[src/verilog/jesd_link_pkg.sv]
// shared constants, types and helpers for the jesd link bring-up pair
package jesd_link_pkg;
  localparam int NUM_LANES = 4;
  localparam logic [7:0] K28_5 = 8'hBC;
  localparam logic [7:0] K28_0 = 8'h1C;
  localparam logic [7:0] MF_CHARS = 8'h20;
  localparam logic [7:0] CGS_RUN = 8'h04;
  localparam logic [7:0] ILAS_LEN = 8'h80;
  localparam logic [7:0] ILAS_TIMEOUT = 8'hA0;
  localparam logic [15:0] CAL_CYCLES = 16'h0100;
  localparam longint TRACK_PERIOD_S = 60;
  localparam longint CLK_HZ = 250000000;
  localparam logic [39:0] TRACK_CYCLES_DEF = 40'(TRACK_PERIOD_S * CLK_HZ);
  localparam logic [4:0] REG_CTRL = 5'h00;
  localparam logic [4:0] REG_PRBS_CFG = 5'h04;
  localparam logic [4:0] REG_PRBS_CLR = 5'h08;
  localparam logic [4:0] REG_PRBS_CNT = 5'h0C;
  localparam logic [4:0] REG_STATUS = 5'h10;
  localparam logic [4:0] REG_IRQ_ST = 5'h14;
  localparam logic [4:0] REG_IRQ_MASK = 5'h18;
  localparam logic [4:0] REG_LINK_CFG = 5'h1C;
  localparam int CTRL_INIT = 0;
  localparam int CTRL_MODE_C = 1;
  localparam int CTRL_SYSREF_EN = 2;
  localparam int CTRL_TRACK_EN = 3;
  localparam int CTRL_TX_EN = 4;
  localparam int CTRL_RESYNC = 5;
  localparam int PCFG_LOC = 2;
  localparam int IRQ_UP = 0;
  localparam int IRQ_LOST = 1;
  localparam int IRQ_PRBS = 2;
  localparam int IRQ_SYSREF = 3;
  localparam int IRQ_TRACK = 4;
  localparam logic [4:0] CTRL_RESET = 5'h00;
  localparam logic [5:0] PCFG_RESET = 6'h00;
  localparam logic [7:0] LINK_CFG_RESET = 8'h22;
  localparam logic [4:0] IRQ_MASK_RESET = 5'h00;
  localparam logic [30:0] PRBS_SEED = 31'h7FFFFFFF;

  typedef enum logic [1:0] {
    PRBS_OFF = 2'b00,
    PRBS_7 = 2'b01,
    PRBS_15 = 2'b10,
    PRBS_31 = 2'b11
  } prbs_poly_t;

  typedef enum logic [2:0] {
    ST_HELD = 3'b000,
    ST_CGS = 3'b001,
    ST_ILAS = 3'b010,
    ST_DATA = 3'b011,
    ST_CAL = 3'b100,
    ST_CLINK = 3'b101
  } link_state_t;

  typedef enum logic [1:0] {
    TX_IDLE = 2'b00,
    TX_CGS = 2'b01,
    TX_ILAS = 2'b10,
    TX_DATA = 2'b11
  } tx_state_t;

  // next bit of the selected sequence, h[0] being the newest bit
  function automatic logic prbs_pred(input logic [30:0] h, input prbs_poly_t poly);
    case (poly)
      PRBS_7: prbs_pred = h[6] ^ h[5];
      PRBS_15: prbs_pred = h[14] ^ h[13];
      PRBS_31: prbs_pred = h[30] ^ h[27];
      default: prbs_pred = 1'b0;
    endcase
  endfunction : prbs_pred
endpackage : jesd_link_pkg
[src/verilog/jesd_link_if.sv]
// lane, sync and sysref wires between framer and deframer
`timescale 1ns/1ps
interface jesd_link_if;
  logic [31:0] lane_data;
  logic [3:0] lane_k;
  logic sync_n;
  logic sysref;
  modport deframer (input lane_data, input lane_k, input sysref, output sync_n);
  modport framer (output lane_data, output lane_k, output sysref, input sync_n);
endinterface : jesd_link_if

[src/verilog/jesd_deframer_sync.sv]
// receive-side link bring-up, prbs checker and register slave
// Summary of operation
// - held until init, then request sync, or calibrate instead when CTRL_MODE_C is set
// - framer sends commas while sync requested
// - four commas release sync, enter alignment
// - no comma run keeps sync low forever
// - second multiframe parameters must match config
// - alignment lasts about four multiframes
// - failed alignment re-requests sync within five multiframes
// - data fault restarts through sync and alignment
// - 204C calibrates up, tracking refresh every 60s
// - own transmit framer enabled by CTRL_TX_EN alone; CTRL_INIT does not wait for it
// - prbs sequence and check location selectable
// - per-lane error counts, one lane read
// - sysref gated until configured
// - link state readable
// - converter and lane counts identical both ends
// - lane mode per lane, sample mode lane0
// - polynomial off, 7, 15 or 31
// - one clear resets all lane counters
`timescale 1ns/1ps
module jesd_deframer_sync
  import jesd_link_pkg::*;
#(
  parameter logic [39:0] TRACK_CYCLES = TRACK_CYCLES_DEF
) (
  // clock and reset
  input wire logic sys_clk_in,
  input wire logic rst_in,
  // avalon-mm slave
  input wire logic [4:0] avs_address_in,
  input wire logic avs_read_in,
  input wire logic avs_write_in,
  input wire logic [31:0] avs_writedata_in,
  output logic [31:0] avs_readdata_out,
  output logic avs_waitrequest_out,
  // system
  output logic irq_out,
  output logic tx_framer_en_out,
  // link
  jesd_link_if.deframer link
);
  logic [4:0] ctrl_r, ctrl_nxt;
  logic [5:0] pcfg_r, pcfg_nxt;
  logic [7:0] lcfg_r, lcfg_nxt;
  logic [4:0] irq_st_r, irq_st_nxt;
  logic [4:0] irq_mask_r, irq_mask_nxt;
  logic ack_r, ack_nxt;
  logic [31:0] rdata_r, rdata_nxt;
  logic wr_take, clr_pulse, resync_pulse;
  logic [4:0] events;

  link_state_t state_r, state_nxt;
  logic sync_n_r, sync_n_nxt;
  logic [15:0] cnt_r, cnt_nxt;
  logic [7:0] tmo_r, tmo_nxt;
  logic [7:0] rxp_r, rxp_nxt;
  logic [39:0] trk_r, trk_nxt;
  logic ev_up, ev_lost, ev_trk;

  logic sref_m_r, sref_s_r, sref_d_r;
  logic [NUM_LANES-1:0] comma_hit, err_hit;
  logic [31:0] err_cnt [NUM_LANES];
  prbs_poly_t poly;
  logic in_data;

  assign poly = prbs_poly_t'(pcfg_r[1:0]);
  assign in_data = (state_r == ST_DATA) || (state_r == ST_CLINK);

  // bus: one wait cycle, then the answer stands at the edge where waitrequest is low
  always_comb
  begin
    ack_nxt = (avs_read_in || avs_write_in) && !ack_r;
    avs_waitrequest_out = (avs_read_in || avs_write_in) && !ack_r;
    wr_take = avs_write_in && ack_r;
    clr_pulse = wr_take && (avs_address_in == REG_PRBS_CLR) && avs_writedata_in[0];
    resync_pulse = wr_take && (avs_address_in == REG_CTRL) && avs_writedata_in[CTRL_RESYNC];
    ctrl_nxt = ctrl_r;
    pcfg_nxt = pcfg_r;
    lcfg_nxt = lcfg_r;
    irq_mask_nxt = irq_mask_r;
    irq_st_nxt = irq_st_r;
    rdata_nxt = rdata_r;
    if (wr_take)
    begin
      case (avs_address_in)
        REG_CTRL: ctrl_nxt = avs_writedata_in[4:0];
        REG_PRBS_CFG: pcfg_nxt = avs_writedata_in[5:0];
        REG_LINK_CFG: lcfg_nxt = avs_writedata_in[7:0];
        REG_IRQ_MASK: irq_mask_nxt = avs_writedata_in[4:0];
        REG_IRQ_ST: irq_st_nxt = irq_st_r & ~avs_writedata_in[4:0];
        default: ;
      endcase
    end
    // set wins over a clear in the same cycle
    irq_st_nxt = irq_st_nxt | events;
    if (avs_read_in && !ack_r)
    begin
      case (avs_address_in)
        REG_CTRL: rdata_nxt = {27'h0000000, ctrl_r};
        REG_PRBS_CFG: rdata_nxt = {26'h0000000, pcfg_r};
        REG_PRBS_CNT: rdata_nxt = pcfg_r[PCFG_LOC] ? err_cnt[0] : err_cnt[pcfg_r[5:4]];
        REG_STATUS: rdata_nxt = {16'h0000, rxp_r, 4'h0, sync_n_r, state_r};
        REG_IRQ_ST: rdata_nxt = {27'h0000000, irq_st_r};
        REG_IRQ_MASK: rdata_nxt = {27'h0000000, irq_mask_r};
        REG_LINK_CFG: rdata_nxt = {24'h000000, lcfg_r};
        default: rdata_nxt = 32'h00000000;
      endcase
    end
  end

  always_ff @(posedge sys_clk_in or posedge rst_in)
  begin
    if (rst_in)
    begin
      ctrl_r <= CTRL_RESET;
      pcfg_r <= PCFG_RESET;
      lcfg_r <= LINK_CFG_RESET;
      irq_st_r <= 5'h00;
      irq_mask_r <= IRQ_MASK_RESET;
      ack_r <= 1'b0;
      rdata_r <= 32'h00000000;
    end
    else
    begin
      ctrl_r <= ctrl_nxt;
      pcfg_r <= pcfg_nxt;
      lcfg_r <= lcfg_nxt;
      irq_st_r <= irq_st_nxt;
      irq_mask_r <= irq_mask_nxt;
      ack_r <= ack_nxt;
      rdata_r <= rdata_nxt;
    end
  end

  assign avs_readdata_out = rdata_r;
  assign irq_out = |(irq_st_r & irq_mask_r);
  assign tx_framer_en_out = ctrl_r[CTRL_TX_EN];

  // sysref pin: two flops, then edge detect on the second
  always_ff @(posedge sys_clk_in or posedge rst_in)
  begin
    if (rst_in)
    begin
      sref_m_r <= 1'b0;
      sref_s_r <= 1'b0;
      sref_d_r <= 1'b0;
    end
    else
    begin
      sref_m_r <= link.sysref;
      sref_s_r <= sref_m_r;
      sref_d_r <= sref_s_r;
    end
  end

  assign events[IRQ_UP] = ev_up;
  assign events[IRQ_LOST] = ev_lost;
  assign events[IRQ_PRBS] = |err_hit;
  assign events[IRQ_SYSREF] = ctrl_r[CTRL_SYSREF_EN] && sref_s_r && !sref_d_r;
  assign events[IRQ_TRACK] = ev_trk;

  // per-lane comma detect and self-synchronising prbs check
  generate
    for (genvar i = 0; i < NUM_LANES; i++)
    begin : g_lane
      logic [30:0] hist_r, hist_nxt;
      logic [31:0] cnt_lane_r, cnt_lane_nxt;
      logic [3:0] errs;
      logic active;
      assign comma_hit[i] = link.lane_k[i] && (link.lane_data[8*i +: 8] == K28_5);
      always_comb
      begin
        hist_nxt = hist_r;
        errs = 4'h0;
        for (int b = 0; b < 8; b++)
        begin
          if (prbs_pred(hist_nxt, poly) != link.lane_data[8*i + b])
            errs = errs + 4'h1;
          hist_nxt = {hist_nxt[29:0], link.lane_data[8*i + b]};
        end
        active = (poly != PRBS_OFF) && (!pcfg_r[PCFG_LOC] || (i == 0 && in_data));
        err_hit[i] = active && (errs != 4'h0);
        cnt_lane_nxt = cnt_lane_r;
        if (clr_pulse)
          cnt_lane_nxt = 32'h00000000;
        else if (err_hit[i] && (cnt_lane_r <= 32'hFFFFFFF0))
          cnt_lane_nxt = cnt_lane_r + {28'h0000000, errs};
      end
      always_ff @(posedge sys_clk_in or posedge rst_in)
      begin
        if (rst_in)
        begin
          hist_r <= PRBS_SEED;
          cnt_lane_r <= 32'h00000000;
        end
        else
        begin
          hist_r <= hist_nxt;
          cnt_lane_r <= cnt_lane_nxt;
        end
      end
      assign err_cnt[i] = cnt_lane_r;
    end
  endgenerate

  // link bring-up state machine
  always_comb
  begin
    state_nxt = state_r;
    sync_n_nxt = sync_n_r;
    cnt_nxt = cnt_r;
    tmo_nxt = tmo_r;
    rxp_nxt = rxp_r;
    trk_nxt = trk_r;
    ev_up = 1'b0;
    ev_lost = 1'b0;
    ev_trk = 1'b0;
    case (state_r)
      ST_HELD:
      begin
        sync_n_nxt = 1'b1;
        cnt_nxt = 16'h0000;
        if (ctrl_r[CTRL_INIT])
        begin
          state_nxt = ctrl_r[CTRL_MODE_C] ? ST_CAL : ST_CGS;
          sync_n_nxt = ctrl_r[CTRL_MODE_C];
        end
      end
      ST_CGS:
      begin
        sync_n_nxt = 1'b0;
        cnt_nxt = (&comma_hit) ? cnt_r + 16'h0001 : 16'h0000;
        if ((&comma_hit) && (cnt_r == {8'h00, CGS_RUN - 8'h01}))
        begin
          state_nxt = ST_ILAS;
          sync_n_nxt = 1'b1;
          cnt_nxt = 16'h0000;
          tmo_nxt = 8'h00;
        end
      end
      ST_ILAS:
      begin
        tmo_nxt = tmo_r + 8'h01;
        if (cnt_r == 16'h0000)
          cnt_nxt = (link.lane_k[0] && link.lane_data[7:0] == K28_0) ? 16'h0001 : 16'h0000;
        else
          cnt_nxt = cnt_r + 16'h0001;
        if (cnt_r == {8'h00, MF_CHARS + 8'h01})
          rxp_nxt = link.lane_data[7:0];
        if ((cnt_r == {8'h00, MF_CHARS + 8'h01}) && (link.lane_data[7:0] != lcfg_r))
        begin
          state_nxt = ST_CGS;
          sync_n_nxt = 1'b0;
          ev_lost = 1'b1;
        end
        else if (tmo_r == ILAS_TIMEOUT - 8'h01)
        begin
          state_nxt = ST_CGS;
          sync_n_nxt = 1'b0;
          ev_lost = 1'b1;
        end
        else if (cnt_r == {8'h00, ILAS_LEN - 8'h01})
        begin
          state_nxt = ST_DATA;
          ev_up = 1'b1;
        end
      end
      ST_DATA:
      begin
        sync_n_nxt = 1'b1;
        // a control character or a forced resync drops back to comma search
        if ((|link.lane_k) || resync_pulse)
        begin
          state_nxt = ST_CGS;
          sync_n_nxt = 1'b0;
          cnt_nxt = 16'h0000;
          ev_lost = 1'b1;
        end
      end
      ST_CAL:
      begin
        cnt_nxt = cnt_r + 16'h0001;
        if (cnt_r == CAL_CYCLES - 16'h0001)
        begin
          state_nxt = ST_CLINK;
          rxp_nxt = lcfg_r;
          trk_nxt = 40'h0000000000;
          ev_up = 1'b1;
        end
      end
      ST_CLINK:
      begin
        if (ctrl_r[CTRL_TRACK_EN])
        begin
          trk_nxt = trk_r + 40'h0000000001;
          if (trk_r >= TRACK_CYCLES - 40'h0000000001)
          begin
            trk_nxt = 40'h0000000000;
            rxp_nxt = lcfg_r;
            ev_trk = 1'b1;
          end
        end
      end
      default:
      begin
        state_nxt = ST_HELD;
        sync_n_nxt = 1'b1;
      end
    endcase
    if (!ctrl_r[CTRL_INIT])
    begin
      state_nxt = ST_HELD;
      sync_n_nxt = 1'b1;
    end
  end

  always_ff @(posedge sys_clk_in or posedge rst_in)
  begin
    if (rst_in)
    begin
      state_r <= ST_HELD;
      sync_n_r <= 1'b1;
      cnt_r <= 16'h0000;
      tmo_r <= 8'h00;
      rxp_r <= 8'h00;
      trk_r <= 40'h0000000000;
    end
    else
    begin
      state_r <= state_nxt;
      sync_n_r <= sync_n_nxt;
      cnt_r <= cnt_nxt;
      tmo_r <= tmo_nxt;
      rxp_r <= rxp_nxt;
      trk_r <= trk_nxt;
    end
  end

  assign link.sync_n = sync_n_r;
endmodule : jesd_deframer_sync

[src/flat_wrapper.sv]
// flat-port wrapper written by rule: the top's interface ports become plain ports
module jesd_deframer_sync_flat import jesd_link_pkg::*;
#(
  parameter logic [39:0] TRACK_CYCLES = TRACK_CYCLES_DEF
)
  (sys_clk_in, rst_in, avs_address_in, avs_read_in, avs_write_in, avs_writedata_in, avs_readdata_out, avs_waitrequest_out, irq_out, tx_framer_en_out, link_lane_data, link_lane_k, link_sysref, link_sync_n);
  jesd_link_if link_i ();
  input wire logic sys_clk_in;
  input wire logic rst_in;
  input wire logic [4:0] avs_address_in;
  input wire logic avs_read_in;
  input wire logic avs_write_in;
  input wire logic [31:0] avs_writedata_in;
  output logic [31:0] avs_readdata_out;
  output logic avs_waitrequest_out;
  output logic irq_out;
  output logic tx_framer_en_out;
  input wire logic [$bits(link_i.lane_data)-1:0] link_lane_data;
  input wire logic [$bits(link_i.lane_k)-1:0] link_lane_k;
  input wire logic [$bits(link_i.sysref)-1:0] link_sysref;
  output wire logic [$bits(link_i.sync_n)-1:0] link_sync_n;
  assign link_i.lane_data = link_lane_data;
  assign link_i.lane_k = link_lane_k;
  assign link_i.sysref = link_sysref;
  assign link_sync_n = link_i.sync_n;
  jesd_deframer_sync #(.TRACK_CYCLES(TRACK_CYCLES)) u_core (.sys_clk_in(sys_clk_in), .rst_in(rst_in), .avs_address_in(avs_address_in), .avs_read_in(avs_read_in), .avs_write_in(avs_write_in), .avs_writedata_in(avs_writedata_in), .avs_readdata_out(avs_readdata_out), .avs_waitrequest_out(avs_waitrequest_out), .irq_out(irq_out), .tx_framer_en_out(tx_framer_en_out), .link(link_i));
endmodule
[config.mk]
export PLATFORM = sky130hd
export DESIGN_NAME = jesd_deframer_sync_flat
export DESIGN_NICKNAME = d
export VERILOG_FILES = /design/src/verilog/jesd_link_pkg.sv /design/src/verilog/jesd_link_if.sv /design/src/verilog/jesd_deframer_sync.sv /design/src/flat_wrapper.sv
export SDC_FILE = /design/constraint.sdc
export NUM_CORES = 1
export LEC_CHECK = 0
export ABC_AREA = 0
export BUFFER_PORTS_ARGS = -buffer_cell sky130_fd_sc_hd__clkbuf_2
export CAP_MARGIN = 40
export CORE_ASPECT_RATIO = 1.5
export CORE_UTILIZATION = 45
export CTS_BUF_LIST = sky130_fd_sc_hd__clkbuf_8
export DETAILED_ROUTE_END_ITERATION = 8
export PLACE_DENSITY = 0.71
export SLEW_MARGIN = 10
export SYNTH_ARGS = -nofsm -noshare
export SYNTH_HDL_FRONTEND = slang
export SYNTH_SLANG_ARGS = --single-unit
[constraint.sdc]
create_clock -name sys_clk_in -period 35.2 [get_ports sys_clk_in]
set_input_delay 7.04 -clock sys_clk_in [delete_from_list [all_inputs] [get_ports sys_clk_in]]
set_output_delay 7.04 -clock sys_clk_in [all_outputs]
set_load 0.01 [all_outputs]
Word level (Yosys, flattened, before mapping)

Index checks and enable logic that the tools add are counted.

Output and inout bits: 36
Register bits after elaboration: 393
RAM bits: 0
Latch bits: 0
ROM bits: 0
Memories kept: 0

Shifts and indexed selects: 0
Reduce and logical (&&, ||, !) cells: 64
Divide/modulo/power cells: 0
Bitwise operators: 101
$lt $le $gt $ge: 6
$mul: 0
$add $sub $neg: 35
Eq/ne operators: 71
Multiplexer cells: 123

Operators with widths:

| kind                                                    | number |
|---|---|
| two-way mux 32 bit                                      | 11 |
| case mux 32 bit (7 select lines)                        | 1 |
| adder 32 x 4 -> 32 bit                                  | 4 |
| less-or-equal comparator 32 bit (second input constant) | 4 |
| two-way mux 40 bit                                      | 3 |
| two-way mux 4 bit                                       | 28 |
| adder 4 x 1 -> 4 bit (second input constant)            | 24 |
| case mux 1 bit (3 select lines)                         | 32 |
| bitwise XOR 1 bit                                       | 96 |
| case mux 16 bit (5 select lines)                        | 1 |
| case mux 40 bit (2 select lines)                        | 1 |
| binary-select mux 32 bit (select 2 bit)                 | 1 |
| two-way mux 16 bit                                      | 4 |
| adder 40 x 1 -> 40 bit (second input constant)          | 1 |
| equality test 8 bit (second input constant)             | 5 |
| >= comparator 40 x 34 -> 1 bit (second input constant)  | 1 |
| two-way mux 8 bit                                       | 5 |
| != test 1 bit                                           | 32 |
| logical AND 1 bit                                       | 26 |
| two-way mux 3 bit                                       | 8 |
| case mux 8 bit (3 select lines)                         | 1 |
| equality test 5 bit (second input constant)             | 4 |
| two-way mux 1 bit                                       | 20 |
| case mux 3 bit (6 select lines)                         | 1 |
| 46 further kinds                                        | 86 |

Logic depth before layout (Yosys ltp)

Gate-level depths: netlist (run 1).

Word-level depth: 23
Gate-level depth with buffers: 40
Depth with buffers taken out: 34

Least setup slack after synthesis (run 1)

No wires, ideal clock.

Path kind: input port to output port
Start point: input avs_write_in
End point: output avs_waitrequest_out
Arrival: 7.249 ns
Slack: 20.911 ns
Buffers on the path: 0
Cell stages on the path: 2
Data required time: 28.160 ns
Path through: nor2_1 > nor2_1

Cells in the longest elaborated chain, start to end: 2

Ends and longest elaborated chain:

| what              | RTL line                 | text |
|---|---|---|
| from (decl)       | flat_wrapper.sv:12       | `input wire logic avs_write_in;` |
| logical OR 1 bit  | jesd_deframer_sync.sv:74 | `avs_waitrequest_out = (avs_read_in \|\| avs_write_in) && !ack_r;` |
| logical AND 1 bit | jesd_deframer_sync.sv:74 |  |
| to (decl)         | flat_wrapper.sv:15       | `output logic avs_waitrequest_out;` |

No other way between the ends.

Final worst setup path (run 1)

Start point: input avs_read_in
End point: output avs_waitrequest_out

Cells in the longest elaborated chain, start to end: 2

Ends and longest elaborated chain:

| what              | RTL line                 | text |
|---|---|---|
| from (decl)       | flat_wrapper.sv:11       | `input wire logic avs_read_in;` |
| logical OR 1 bit  | jesd_deframer_sync.sv:74 |  |
| logical AND 1 bit | jesd_deframer_sync.sv:74 |  |

No other way between the ends.

==> run summary, run 1 <==
CP Data Arrival Time - 7.55 ns
Setup CP Type - input pin to output port
Finish-stage setup viols - 0
synth unique cells - 103
kind of end point of the critical path - output port
Die Height - 282 um
htree depth - 2
syn_nets - 2622
FMAX - 68.5 MHz
#FFs+latches synth - 393
largest net degree at the start of global routing - 161
drt wl/cell - 19.8 um
Sw Share - 46.8%
post-synth top area cell - dfrtp_1
Synthesis Warnings - 0
Routed WL - 64.7 mm
Die W - 188 um
sequential fraction of the synthesis area - 42.6%
RSZ-0062 raised after global routing - no
max_cap viols - 0
setup TNS - 0 ns
Syn Inst Count - 2483
Net Sw Power - 1.08 mW
Mapped Area - 0.0235 sq mm
commonest non-fill, non-tap cell in the layout - dfrtp_1
Nets - 2679
vias in the first global route - 19200
Overall Power - 2.31 mW
Synth area leaders - dfrtp_1, dfstp_2, xnor2_1, nand2_1, a21oi_1
I/O Buffers - 89
Worst Max-Slew Pin Slew - 0.992 ns
worst-path fanout max - 2
# hold bufs at CTS - 0
Post-CTS Setup Repair Bufs - 0
maximum vdd ir drop - 0.0000900 V
# rows - 102
DRC - 0
CTS tree - yes
Final GP Congestion - 0.935
GRT Residual Overflow - 0
All-Layer GR Usage - 24.3%
clock sinks - 393
Worst R2R Path Depth - 29
max-slew violations - 0
Seq pwr share - 23.8%
Lkg Pwr - 11.0 nW
clock share of power - 16.6%
core box area - 0.0516 sq mm
min Tclk post-route - 14.59 ns
area share of the largest cell type after synthesis - 28.4%
Starting Density - 45.5%
CTS max path bufs - 3
outcome - finished, final reports clean
Initial DRC Count - 1327
FFs w/ async S/R, synth - 100%
layout cell share with drive strength beyond 1 - 16.7%
CTS Buf Count - 59
post-cts sizing count - 0
Hold Slack - 0.349 ns
EDFF count, synth - 0
Power per Cell Area - 90.1 mW/mm^2
Top FF cell, synth - dfrtp_1
I/O Pins - 114
dpl ws - 20.60 ns
Antenna Nets Post-Route - 0
Final Hold Fails - 0
dpl hpwl - 46.4 mm
Via density - 5.97
commonest non-fill, non-tap cells in the layout - dfrtp_1, nand2_1, nor2_1
Setup Skew - 0.0426 ns
Skew-Pair Late Insertion Delay - 0.68 ns
Gate power share - 59.6%
Synth Area per Inst - 9.45 sq um
CP Data Required Time - 28.16 ns
Slew HR - 33.7%
fin crit share - 41.5%
Hold Crit Depth - 0
clock root cell - clkbuf_8
Worst-path clk slew - 0.07 ns
internal power - 1.23 mW
hold crit path type - flip-flop to flip-flop
first-pass GRT wire length - 103 mm
via count - 19500
Startpoint Class - input pin
initial antenna violation count - 3
Pre-Repair DR Iteration Count - 7
Worst Setup Slack, final - 20.61 ns
Area Growth Syn to Fin - 9.48%
die area - 0.0531 sq mm
[power by group through the flow]
stage | Sequential (mW) | Clock [mW] | Combinational, mW
2_1_floorplan | 0.537 | 0 | 1.10
3_3_place_gp | 0.554 | 0 | 1.29
3_5_place_dp | 0.556 | 0 | 1.36
4_1_cts | 0.549 | 0.394 | 1.37
5_1_grt | 0.555 | 0.410 | 1.54
6_report | 0.551 | 0.385 | 1.38
[critical path, stage by stage]
cell,delay [ns]
clkbuf_2,0.13
nor2_1,0.05
nor2_1,0.12
clkbuf_2,0.20
[worst paths after layout]
kind                                                   endpoint                         from  slack, ns
worst min register to register      u_core.g_lane[0].hist_r[27]  u_core.g_lane[0].hist_r[19]       0.35
min in group asynchronous                       u_core.cnt_r[5]                       rst_in       6.50
worst max-delay path                        avs_waitrequest_out                  avs_read_in      20.61
worst max register to register  u_core.g_lane[2].cnt_lane_r[22]             u_core.pcfg_r[1]      26.59
worst min-delay path                u_core.g_lane[0].hist_r[27]  u_core.g_lane[0].hist_r[19]       0.35
max in group asynchronous                       u_core.rxp_r[5]                       rst_in      26.48
[cells by family (layout without fill, tap and decap cells)]
group                    after synthesis  count (layout)  synth area share [%]
AND/OR/NAND/NOR                      946             946                  20.4
AO/OA/AOI/OAI                        555             555                  15.5
flip-flops                           393             393                  42.6
XOR/XNOR                             238             238                  10.1
buffers and inverters                189             290                  3.46
multiplexers                         101             101                  4.48
adder cells (fa/ha/maj)               61              61                  3.38
other                                  0               1                     0
[cells in the mapped netlist (all sizes together) (14+ instances only)]
cell type	count
dfrtp	266
and3	39
a31oi	18
o21a	14
nor2b	35
mux2	32
and2	21
inv	69
dfstp	127
clkbuf	81
mux2i	69
nand2	245
nand4	46
o21ai	119
o31ai	39
ha	57
o211ai	23
xnor2	138
nor4	26
nand2b	42
a21oi	172
a21o	20
buf	39
xor2	86
or3	43
nor3	63
or4	44
nor2	195
o22ai	31
nand3	103
[final cells by class]
cell class	instances	area (sq um)
Timing Repair Buffer	116	698
Multi-Input combinational cell	1901	12700
Sequential cell	393	10000
Tap cell	676	846
Clock inverter	30	169
Antenna cell	1	2.50
Fill cell	4726	25900
Inverter	69	269
Clock buffer	75	1030
[state kept, by name (all words and copies together), names as in the netlist]
name	flops
u_core.g_lane.cnt_lane_r	128
u_core.g_lane.hist_r	124
u_core.trk_r	40
u_core.avs_readdata_out	32
u_core.cnt_r	16
u_core.lcfg_r	8
u_core.rxp_r	8
u_core.tmo_r	8
u_core.pcfg_r	6
u_core.ctrl_r	5
u_core.irq_mask_r	5
u_core.irq_st_r	5
u_core.state_r	3
u_core.ack_r	1
u_core.link.sync_n	1
u_core.sref_d_r	1
u_core.sref_m_r	1
u_core.sref_s_r	1
[through the flow]
| step | std cells | utilization, % | area, sq um |
|---|---|---|---|
| floorplan | 2483 | - | 23500 |
| global placement | 3146 | 47.3 | 24400 |
| detailed placement | 3155 | 47.5 | 24500 |
| CTS | 3260 | 49.8 | 25700 |
| global route | 3261 | 49.8 | 25700 |
| finish | 3261 | 49.8 | 25700 |
[routing by layer]
metal  vias to the layer above  global-route usage (%)  wire length, um  part of all wire [%]
met4                         4                    15.7             4050                   6.3
met5                         -                       0               27                 0.042
met2                       616                    42.6            32400                    50
li1                       9047                       -                -                     -
met3                       198                    3.55             3310                   5.1
met1                      9610                    27.8            24900                    39
Power figures use the tool's default switching activity.
==> inputs of run 2 (changes only) <==
--- a/config.mk
+++ b/config.mk
@@ -12,7 +12,7 @@
 export CORE_UTILIZATION = 45
 export CTS_BUF_LIST = sky130_fd_sc_hd__clkbuf_8
 export DETAILED_ROUTE_END_ITERATION = 8
-export PLACE_DENSITY = 0.71
+export PLACE_DENSITY = 0.73
 export SLEW_MARGIN = 10
 export SYNTH_ARGS = -nofsm -noshare
 export SYNTH_HDL_FRONTEND = slang
==> constraint.sdc (replaced) <==
create_clock -name sys_clk_in -period 13.1 [get_ports sys_clk_in]
set_input_delay 2.62 -clock sys_clk_in [delete_from_list [all_inputs] [get_ports sys_clk_in]]
set_output_delay 2.62 -clock sys_clk_in [all_outputs]
set_load 0.01 [all_outputs]
==> run 2 against run 1 <==
First-iteration DRC count is 14% higher. Clock skew is 0.020 ns lower. Die area stayed put. Final cell count hardly changed. Count of clock-buffer cells in the layout stayed put. Hold slack worse by 0.0098 ns. Register-to-register slack worse by 22 ns. Total power grew to 2.7 times the previous value. Design area is 0.39% higher. Via count is 0.30% higher. Clock power grew to 2.9 times the previous value.
==> run summary, run 2 (synthesis results as in run 1) <==
Pre-Repair DR Iteration Count - 5 (was 7)
clock sinks - 393 (unchanged)
kind of end point of the critical path - flip-flop (was output port)
Worst Max-Slew Pin Slew - 0.936 ns (was 0.992 ns)
Initial DRC Count - 1511 (was 1327)
initial antenna violation count - 3 (unchanged)
largest net degree at the start of global routing - 71 (was 161)
Die Height - 282 um (unchanged)
Die W - 188 um (unchanged)
setup TNS - 0 ns (unchanged)
Gate power share - 58.9% (was 59.6%)
Post-CTS Setup Repair Bufs - 0 (unchanged)
via count - 19500 (about the same)
CTS tree - yes (unchanged)
drt wl/cell - 19.6 um (was 19.8 um)
outcome - finished, final reports clean (unchanged)
Via density - 5.99 (was 5.97)
maximum vdd ir drop - 0.000227 V (was 0.0000900 V)
Starting Density - 45.5% (unchanged)
worst-path fanout max - 13 (was 2)
hold crit path type - flip-flop to flip-flop (unchanged)
Hold Slack - 0.339 ns (was 0.349 ns)
RSZ-0062 raised after global routing - no (unchanged)
htree depth - 2 (unchanged)
CP startpoint - link_lane_data[17] (was avs_read_in)
Antenna Nets Post-Route - 0 (unchanged)
vias in the first global route - 18900 (was 19200)
Worst R2R End - u_core.g_lane[2].cnt_lane_r[20] (was u_core.g_lane[2].cnt_lane_r[22])
number of flip-flops in the largest register - 128 (unchanged)
Nets - 2681 (was 2679)
Slew HR - 37.0% (was 33.7%)
Seq pwr share - 23.5% (was 23.8%)
end point of the critical path - u_core.g_lane[2].cnt_lane_r[20] (was avs_waitrequest_out)
commonest non-fill, non-tap cells in the layout - dfrtp_1, nand2_1, nor2_1 (unchanged)
I/O Pins - 114 (unchanged)
Setup Skew - 0.0225 ns (was 0.0426 ns)
All-Layer GR Usage - 24.0% (was 24.3%)
DRC - 0 (unchanged)
clock root cell - clkbuf_8 (unchanged)
Most flops, register - u_core.g_lane.cnt_lane_r (unchanged)
Finish-stage setup viols - 0 (unchanged)
first-pass GRT wire length - 102 mm (was 103 mm)
Sw Share - 46.4% (was 46.8%)
Routed WL - 64.0 mm (was 64.7 mm)
largest registers - u_core.g_lane.cnt_lane_r x128, u_core.g_lane.hist_r x124, u_core.trk_r x40 (unchanged)
Worst R2R Path Depth - 29 (unchanged)
core box area - 0.0516 sq mm (unchanged)
Power per Cell Area - 245 mW/mm^2 (was 90.1 mW/mm^2)
Hold Crit Depth - 0 (unchanged)
Area Growth Syn to Fin - 9.91% (was 9.48%)
min Tclk post-route - 8.77 ns
# hold bufs at CTS - 0 (unchanged)
Worst-path clk slew - 0.07 ns (about the same)
post-route cell area - 0.0258 sq mm (was 0.0257 sq mm)
die area - 0.0531 sq mm (unchanged)
placed cell areas - 0.0245 sq mm (about the same)
fin crit share - 67.0%
CTS max path bufs - 3 (unchanged)
max-slew violations - 0 (unchanged)
FMAX - 114 MHz
Core Util, Final - 50.0% (was 49.8%)
dpl hpwl - 46.1 mm (was 46.4 mm)
commonest non-fill, non-tap cell in the layout - dfrtp_1 (unchanged)
GRT Residual Overflow - 0 (unchanged)
# rows - 102 (unchanged)
Net Sw Power - 2.93 mW (was 1.08 mW)
CP Data Arrival Time - 9.35 ns (was 7.55 ns)
RR Startpoint - u_core.pcfg_r[1] (unchanged)
fillcell total - 4635 (was 4726)
Startpoint Class - input pin (unchanged)
CTS Buf Count - 59 (unchanged)
clock share of power - 17.6% (was 16.6%)
Lkg Pwr - 11.0 nW (about the same)
max_cap viols - 0 (unchanged)
Setup CP Type - input pin to flip-flop (was input pin to output port)
Skew-Pair Late Insertion Delay - 0.65 ns (was 0.68 ns)
internal power - 3.38 mW (was 1.23 mW)
Final Hold Fails - 0 (unchanged)
CP Data Required Time - 13.67 ns (was 28.16 ns)
layout cell share with drive strength beyond 1 - 16.9% (was 16.7%)
post-cts sizing count - 0 (unchanged)
Final GP Congestion - 0.944 (was 0.935)
I/O Buffers - 89 (unchanged)
flop-to-flop setup slack - 4.76 ns (was 26.59 ns)
-- run 2: cell count changes in the layout (fill, tap and decap cells not counted), moves of 2 or more --
| cell | change |
|---|---|
| buf_4 | +3 |
| inv_1 | -6 |
| diode_2 | +2 |
| inv_8 | -3 |
| bufinv_16 | +4 |
-- run 2: routing by layer --
metal | vias to the layer above | GRT usage [%] | part of all wire, %
li1 | 9047 | - | -
met1 | 9631 | 27.9 | 38
met2 | 677 | 42.2 | 50
met3 | 177 | 3.35 | 5.8
met4 | 2 | 14.0 | 5.9
met5 | - | 0 | 0.017
-- run 2: critical path, cell delays in order --
cell and delay (ns):
clkbuf_2 0.11, inv_1 0.08, xnor2_1 0.25, inv_1 0.08, ha_1 0.36, xnor2_4 0.23, ha_1 0.27, nand2b_1 0.17
nor2b_1 0.16, ha_1 0.29, nor2b_1 0.16, a21o_1 0.18, ha_1 0.26, mux2i_1 0.14, o21ai_1 0.14, ha_1 0.32
nor2b_1 0.17, nand3_1 0.11, a311oi_2 0.35, xor2_2 0.47, ha_1 0.35, and3_1 0.18, a211oi_1 0.68, a2111oi_0 0.19
buf_1 0.18, o21ai_1 0.51, o21ai_0 0.16, a21oi_1 0.17
-- run 2: final cells by class --
type | instances | area, sq um | share of cell area, %
multi-input combinational | 1901 | 12700 | 49.1
antenna | 3 | 7.51 | 0.0291
clock buffer | 75 | 1030 | 4.00
timing repair buffer | 118 | 717 | 2.78
inverter | 69 | 265 | 1.03
clock inverter | 27 | 248 | 0.961
sequential | 393 | 10000 | 38.8
tap | 676 | 846 | 3.28
-- run 2: power by group through the flow --
stage | Clock (mW) | Combinational, mW | Sequential [mW]
2_1_floorplan | 0 | 2.96 | 1.44
3_3_place_gp | 0 | 3.47 | 1.49
3_5_place_dp | 0 | 3.64 | 1.50
4_1_cts | 1.13 | 3.69 | 1.48
5_1_grt | 1.17 | 4.13 | 1.50
6_report | 1.11 | 3.72 | 1.48
-- run 2: worst min path at each step --
| stage | from | endpoint | slack [ns] |
|---|---|---|---|
| after floorplan | u_core.sref_m_r | u_core.sref_s_r | 0.33 |
| after global placement | u_core.sref_m_r | u_core.sref_s_r | 0.34 |
| after CTS | u_core.sref_m_r | u_core.sref_s_r | 0.34 |
| final | u_core.sref_m_r | u_core.sref_s_r | 0.34 |
| after detailed placement | u_core.sref_m_r | u_core.sref_s_r | 0.34 |
| after global routing | u_core.sref_m_r | u_core.sref_s_r | 0.34 |
-- run 2: metrics by stage --
stage	instances	power, mW	setup slack, ns
2_1_floorplan	2483	4.40	4.63
3_3_place_gp	3148	4.96	3.64
3_5_place_dp	3157	5.14	3.74
4_1_cts	3259	6.30	4.38
5_1_grt	3261	6.80	3.72
6_report	3262	6.31	4.33
==> inputs of run 3 (changes only) <==
--- a/config.mk
+++ b/config.mk
@@ -12,7 +12,7 @@
 export CORE_UTILIZATION = 45
 export CTS_BUF_LIST = sky130_fd_sc_hd__clkbuf_8
 export DETAILED_ROUTE_END_ITERATION = 8
-export PLACE_DENSITY = 0.73
+export PLACE_DENSITY = 0.71
 export SLEW_MARGIN = 10
 export SYNTH_ARGS = -nofsm -noshare
 export SYNTH_HDL_FRONTEND = slang
==> constraint.sdc (replaced) <==
create_clock -name sys_clk_in -period 8.3 [get_ports sys_clk_in]
set_input_delay 1.66 -clock sys_clk_in [delete_from_list [all_inputs] [get_ports sys_clk_in]]
set_output_delay 1.66 -clock sys_clk_in [all_outputs]
set_load 0.01 [all_outputs]
==> run 3 against run 2 <==
Via count shrank 0.30%. Core utilization up 0.30 points. Total power grew 59%. Flip-flop and latch count stayed put. Worst setup slack got worse by 3.6 ns. Global-route usage is 0.28 points higher. First-iteration DRC count decreased by 3.5%. Die area stayed put.
==> run summary, run 3 (synthesis results as in run 1) <==
GRT Residual Overflow - 0 (unchanged)
Worst Max-Slew Pin Slew - 1.03 ns (was 0.936 ns)
largest net degree at the start of global routing - 173 (was 71)
CP Data Required Time - 8.84 ns (was 13.67 ns)
Post-Layout Cell Count - 3285 (was 3262)
maximum vdd ir drop - 0.000407 V (was 0.000227 V)
htree depth - 2 (unchanged)
post-cts sizing count - 0 (unchanged)
Max Used Layer - met5 (unchanged)
Setup Skew - 0.0413 ns (was 0.0225 ns)
Die Height - 282 um (unchanged)
CTS max path bufs - 3 (unchanged)
Setup CP Type - flip-flop to flip-flop (was input pin to flip-flop)
Final GP Congestion - 0.924 (was 0.944)
RR Startpoint - u_core.pcfg_r[1] (unchanged)
die area - 0.0531 sq mm (unchanged)
Hold Crit Depth - 0 (unchanged)
Slew HR - 31.4% (was 37.0%)
Finish-stage setup viols - 0 (unchanged)
Die W - 188 um (unchanged)
# hold bufs at CTS - 0 (unchanged)
first-pass GRT wire length - 103 mm (was 102 mm)
Nets - 2696 (was 2681)
kind of end point of the critical path - flip-flop (unchanged)
min Tclk post-route - 7.59 ns
initial antenna violation count - 3 (unchanged)
Power per Cell Area - 388 mW/mm^2 (was 245 mW/mm^2)
vias in the first global route - 19300 (was 18900)
outcome - finished, final reports clean (unchanged)
worst hold path startpoint - u_core.g_lane[0].hist_r[15] (was u_core.sref_m_r)
Post-CTS Setup Repair Bufs - 0 (unchanged)
CTS Buf Count - 60 (was 59)
Final Hold Fails - 0 (unchanged)
fillcell total - 4691 (was 4635)
I/O Pins - 114 (unchanged)
Startpoint Class - flip-flop (was input pin)
commonest non-fill, non-tap cell in the layout - dfrtp_1 (unchanged)
Antenna Nets Post-Route - 0 (unchanged)
Via density - 5.93 (was 5.99)
DRC - 0 (unchanged)
max-slew violations - 0 (unchanged)
dpl hpwl - 46.7 mm (was 46.1 mm)
Worst R2R End - u_core.g_lane[2].cnt_lane_r[12] (was u_core.g_lane[2].cnt_lane_r[20])
Crit path largest cell delay - 0.71 ns (was 0.68 ns)
clock sinks - 393 (unchanged)
largest registers - u_core.g_lane.cnt_lane_r x128, u_core.g_lane.hist_r x124, u_core.trk_r x40 (unchanged)
DR WL met3 - 3.04 mm (was 3.69 mm)
clock root cell - clkbuf_8 (unchanged)
Worst-path clk slew - 0.07 ns (about the same)
flop-to-flop setup slack - 0.71 ns (was 4.76 ns)
core box area - 0.0516 sq mm (unchanged)
fin crit share - 91.4%
worst-path fanout max - 19 (was 13)
max_cap viols - 0 (unchanged)
Area Growth Syn to Fin - 10.6% (was 9.91%)
CP Data Arrival Time - 8.13 ns (was 9.35 ns)
Skew-Pair Late Insertion Delay - 0.66 ns (was 0.65 ns)
CTS tree - yes (unchanged)
DR WL met2 - 32.2 mm (was 32.0 mm)
Routed WL - 64.9 mm (was 64.0 mm)
via count - 19500 (about the same)
setup TNS - 0 ns (unchanged)
commonest non-fill, non-tap cells in the layout - dfrtp_1, nand2_1, nor2_1 (unchanged)
Worst R2R Path Depth - 31 (was 29)
drt wl/cell - 19.7 um (was 19.6 um)
I/O Buffers - 89 (unchanged)
# rows - 102 (unchanged)
Hold Slack - 0.356 ns (was 0.339 ns)
CP most frequent cell - ha_1 (unchanged)
Slowest-stage cell, CP - a211oi_1 (unchanged)
hold crit path type - flip-flop to flip-flop (unchanged)
All-Layer GR Usage - 24.3% (was 24.0%)
Lkg Pwr - 11.1 nW (was 11.0 nW)
Most flops, register - u_core.g_lane.cnt_lane_r (unchanged)
Starting Density - 45.5% (unchanged)
FMAX - 132 MHz
RSZ-0062 raised after global routing - no (unchanged)
Inst Count DP - 3171 (was 3157)
Pre-Repair DR Iteration Count - 6 (was 5)
layout cell share with drive strength beyond 1 - 17.7% (was 16.9%)
Post-Route M1 WL - 25.3 mm (was 24.5 mm)
Initial DRC Count - 1458 (was 1511)
Worst Hold Endpoint - u_core.g_lane[0].hist_r[23] (was u_core.sref_s_r)
number of flip-flops in the largest register - 128 (unchanged)
## run 3: cell type report
cell class | instances | area [sq um] | area share [%]
multi-input combinational | 1901 | 12700 | 48.9
sequential | 393 | 10000 | 38.5
inverter | 69 | 265 | 1.02
timing repair buffer | 132 | 825 | 3.18
antenna | 2 | 5.00 | 0.0193
clock buffer | 83 | 1140 | 4.40
clock inverter | 29 | 186 | 0.719
tap | 676 | 846 | 3.26
## run 3: metrics by stage
step / util (%) / power (mW) / setup slack (ns) / area [sq um]
CTS: 50.3 / 10.1 / 0.842 / 25900
finish: 50.3 / 10.1 / 0.711 / 25900
floorplan: - / 6.95 / 0.791 / 23500
global route: 50.3 / 10.9 / 0.321 / 25900
global placement: 47.6 / 7.99 / 0.0690 / 24500
detailed placement: 47.7 / 8.27 / 0.260 / 24600
## run 3: power breakdown
group / switching (mW) / internal (mW)
Clock: 0.806 / 0.950
Combinational: 3.61 / 2.36
Sequential: 0.204 / 2.14
## run 3: metal layers
metal | up-vias | track usage, %
met5 | - | 0
met4 | 2 | 15.9
met3 | 187 | 2.81
met2 | 564 | 42.0
met1 | 9639 | 28.5
li1 | 9084 | -
## run 3: worst max path at each step
stage | from | to | depth (start not counted)
global route | u_core.pcfg_r[1] | u_core.g_lane[2].cnt_lane_r[12] | 31
finish | u_core.pcfg_r[1] | u_core.g_lane[2].cnt_lane_r[12] | 31
detailed placement | link_lane_data[17] | u_core.g_lane[2].cnt_lane_r[30] | 31
global placement | link_lane_data[17] | u_core.g_lane[2].cnt_lane_r[20] | 30
CTS | u_core.pcfg_r[1] | u_core.g_lane[2].cnt_lane_r[30] | 31
floorplan | link_lane_data[17] | u_core.g_lane[2].cnt_lane_r[30] | 29
## run 3: worst max-delay path, delay by kind of cell, from the launching register on
kind            cells  cell delay [ns]
xor+xnor            5             1.06
compound gates      6             1.57
mux                 2             0.41
buf+inv             5             0.93
flops               1             0.55
simple gates        6             0.89
fa+ha+maj           7             2.03
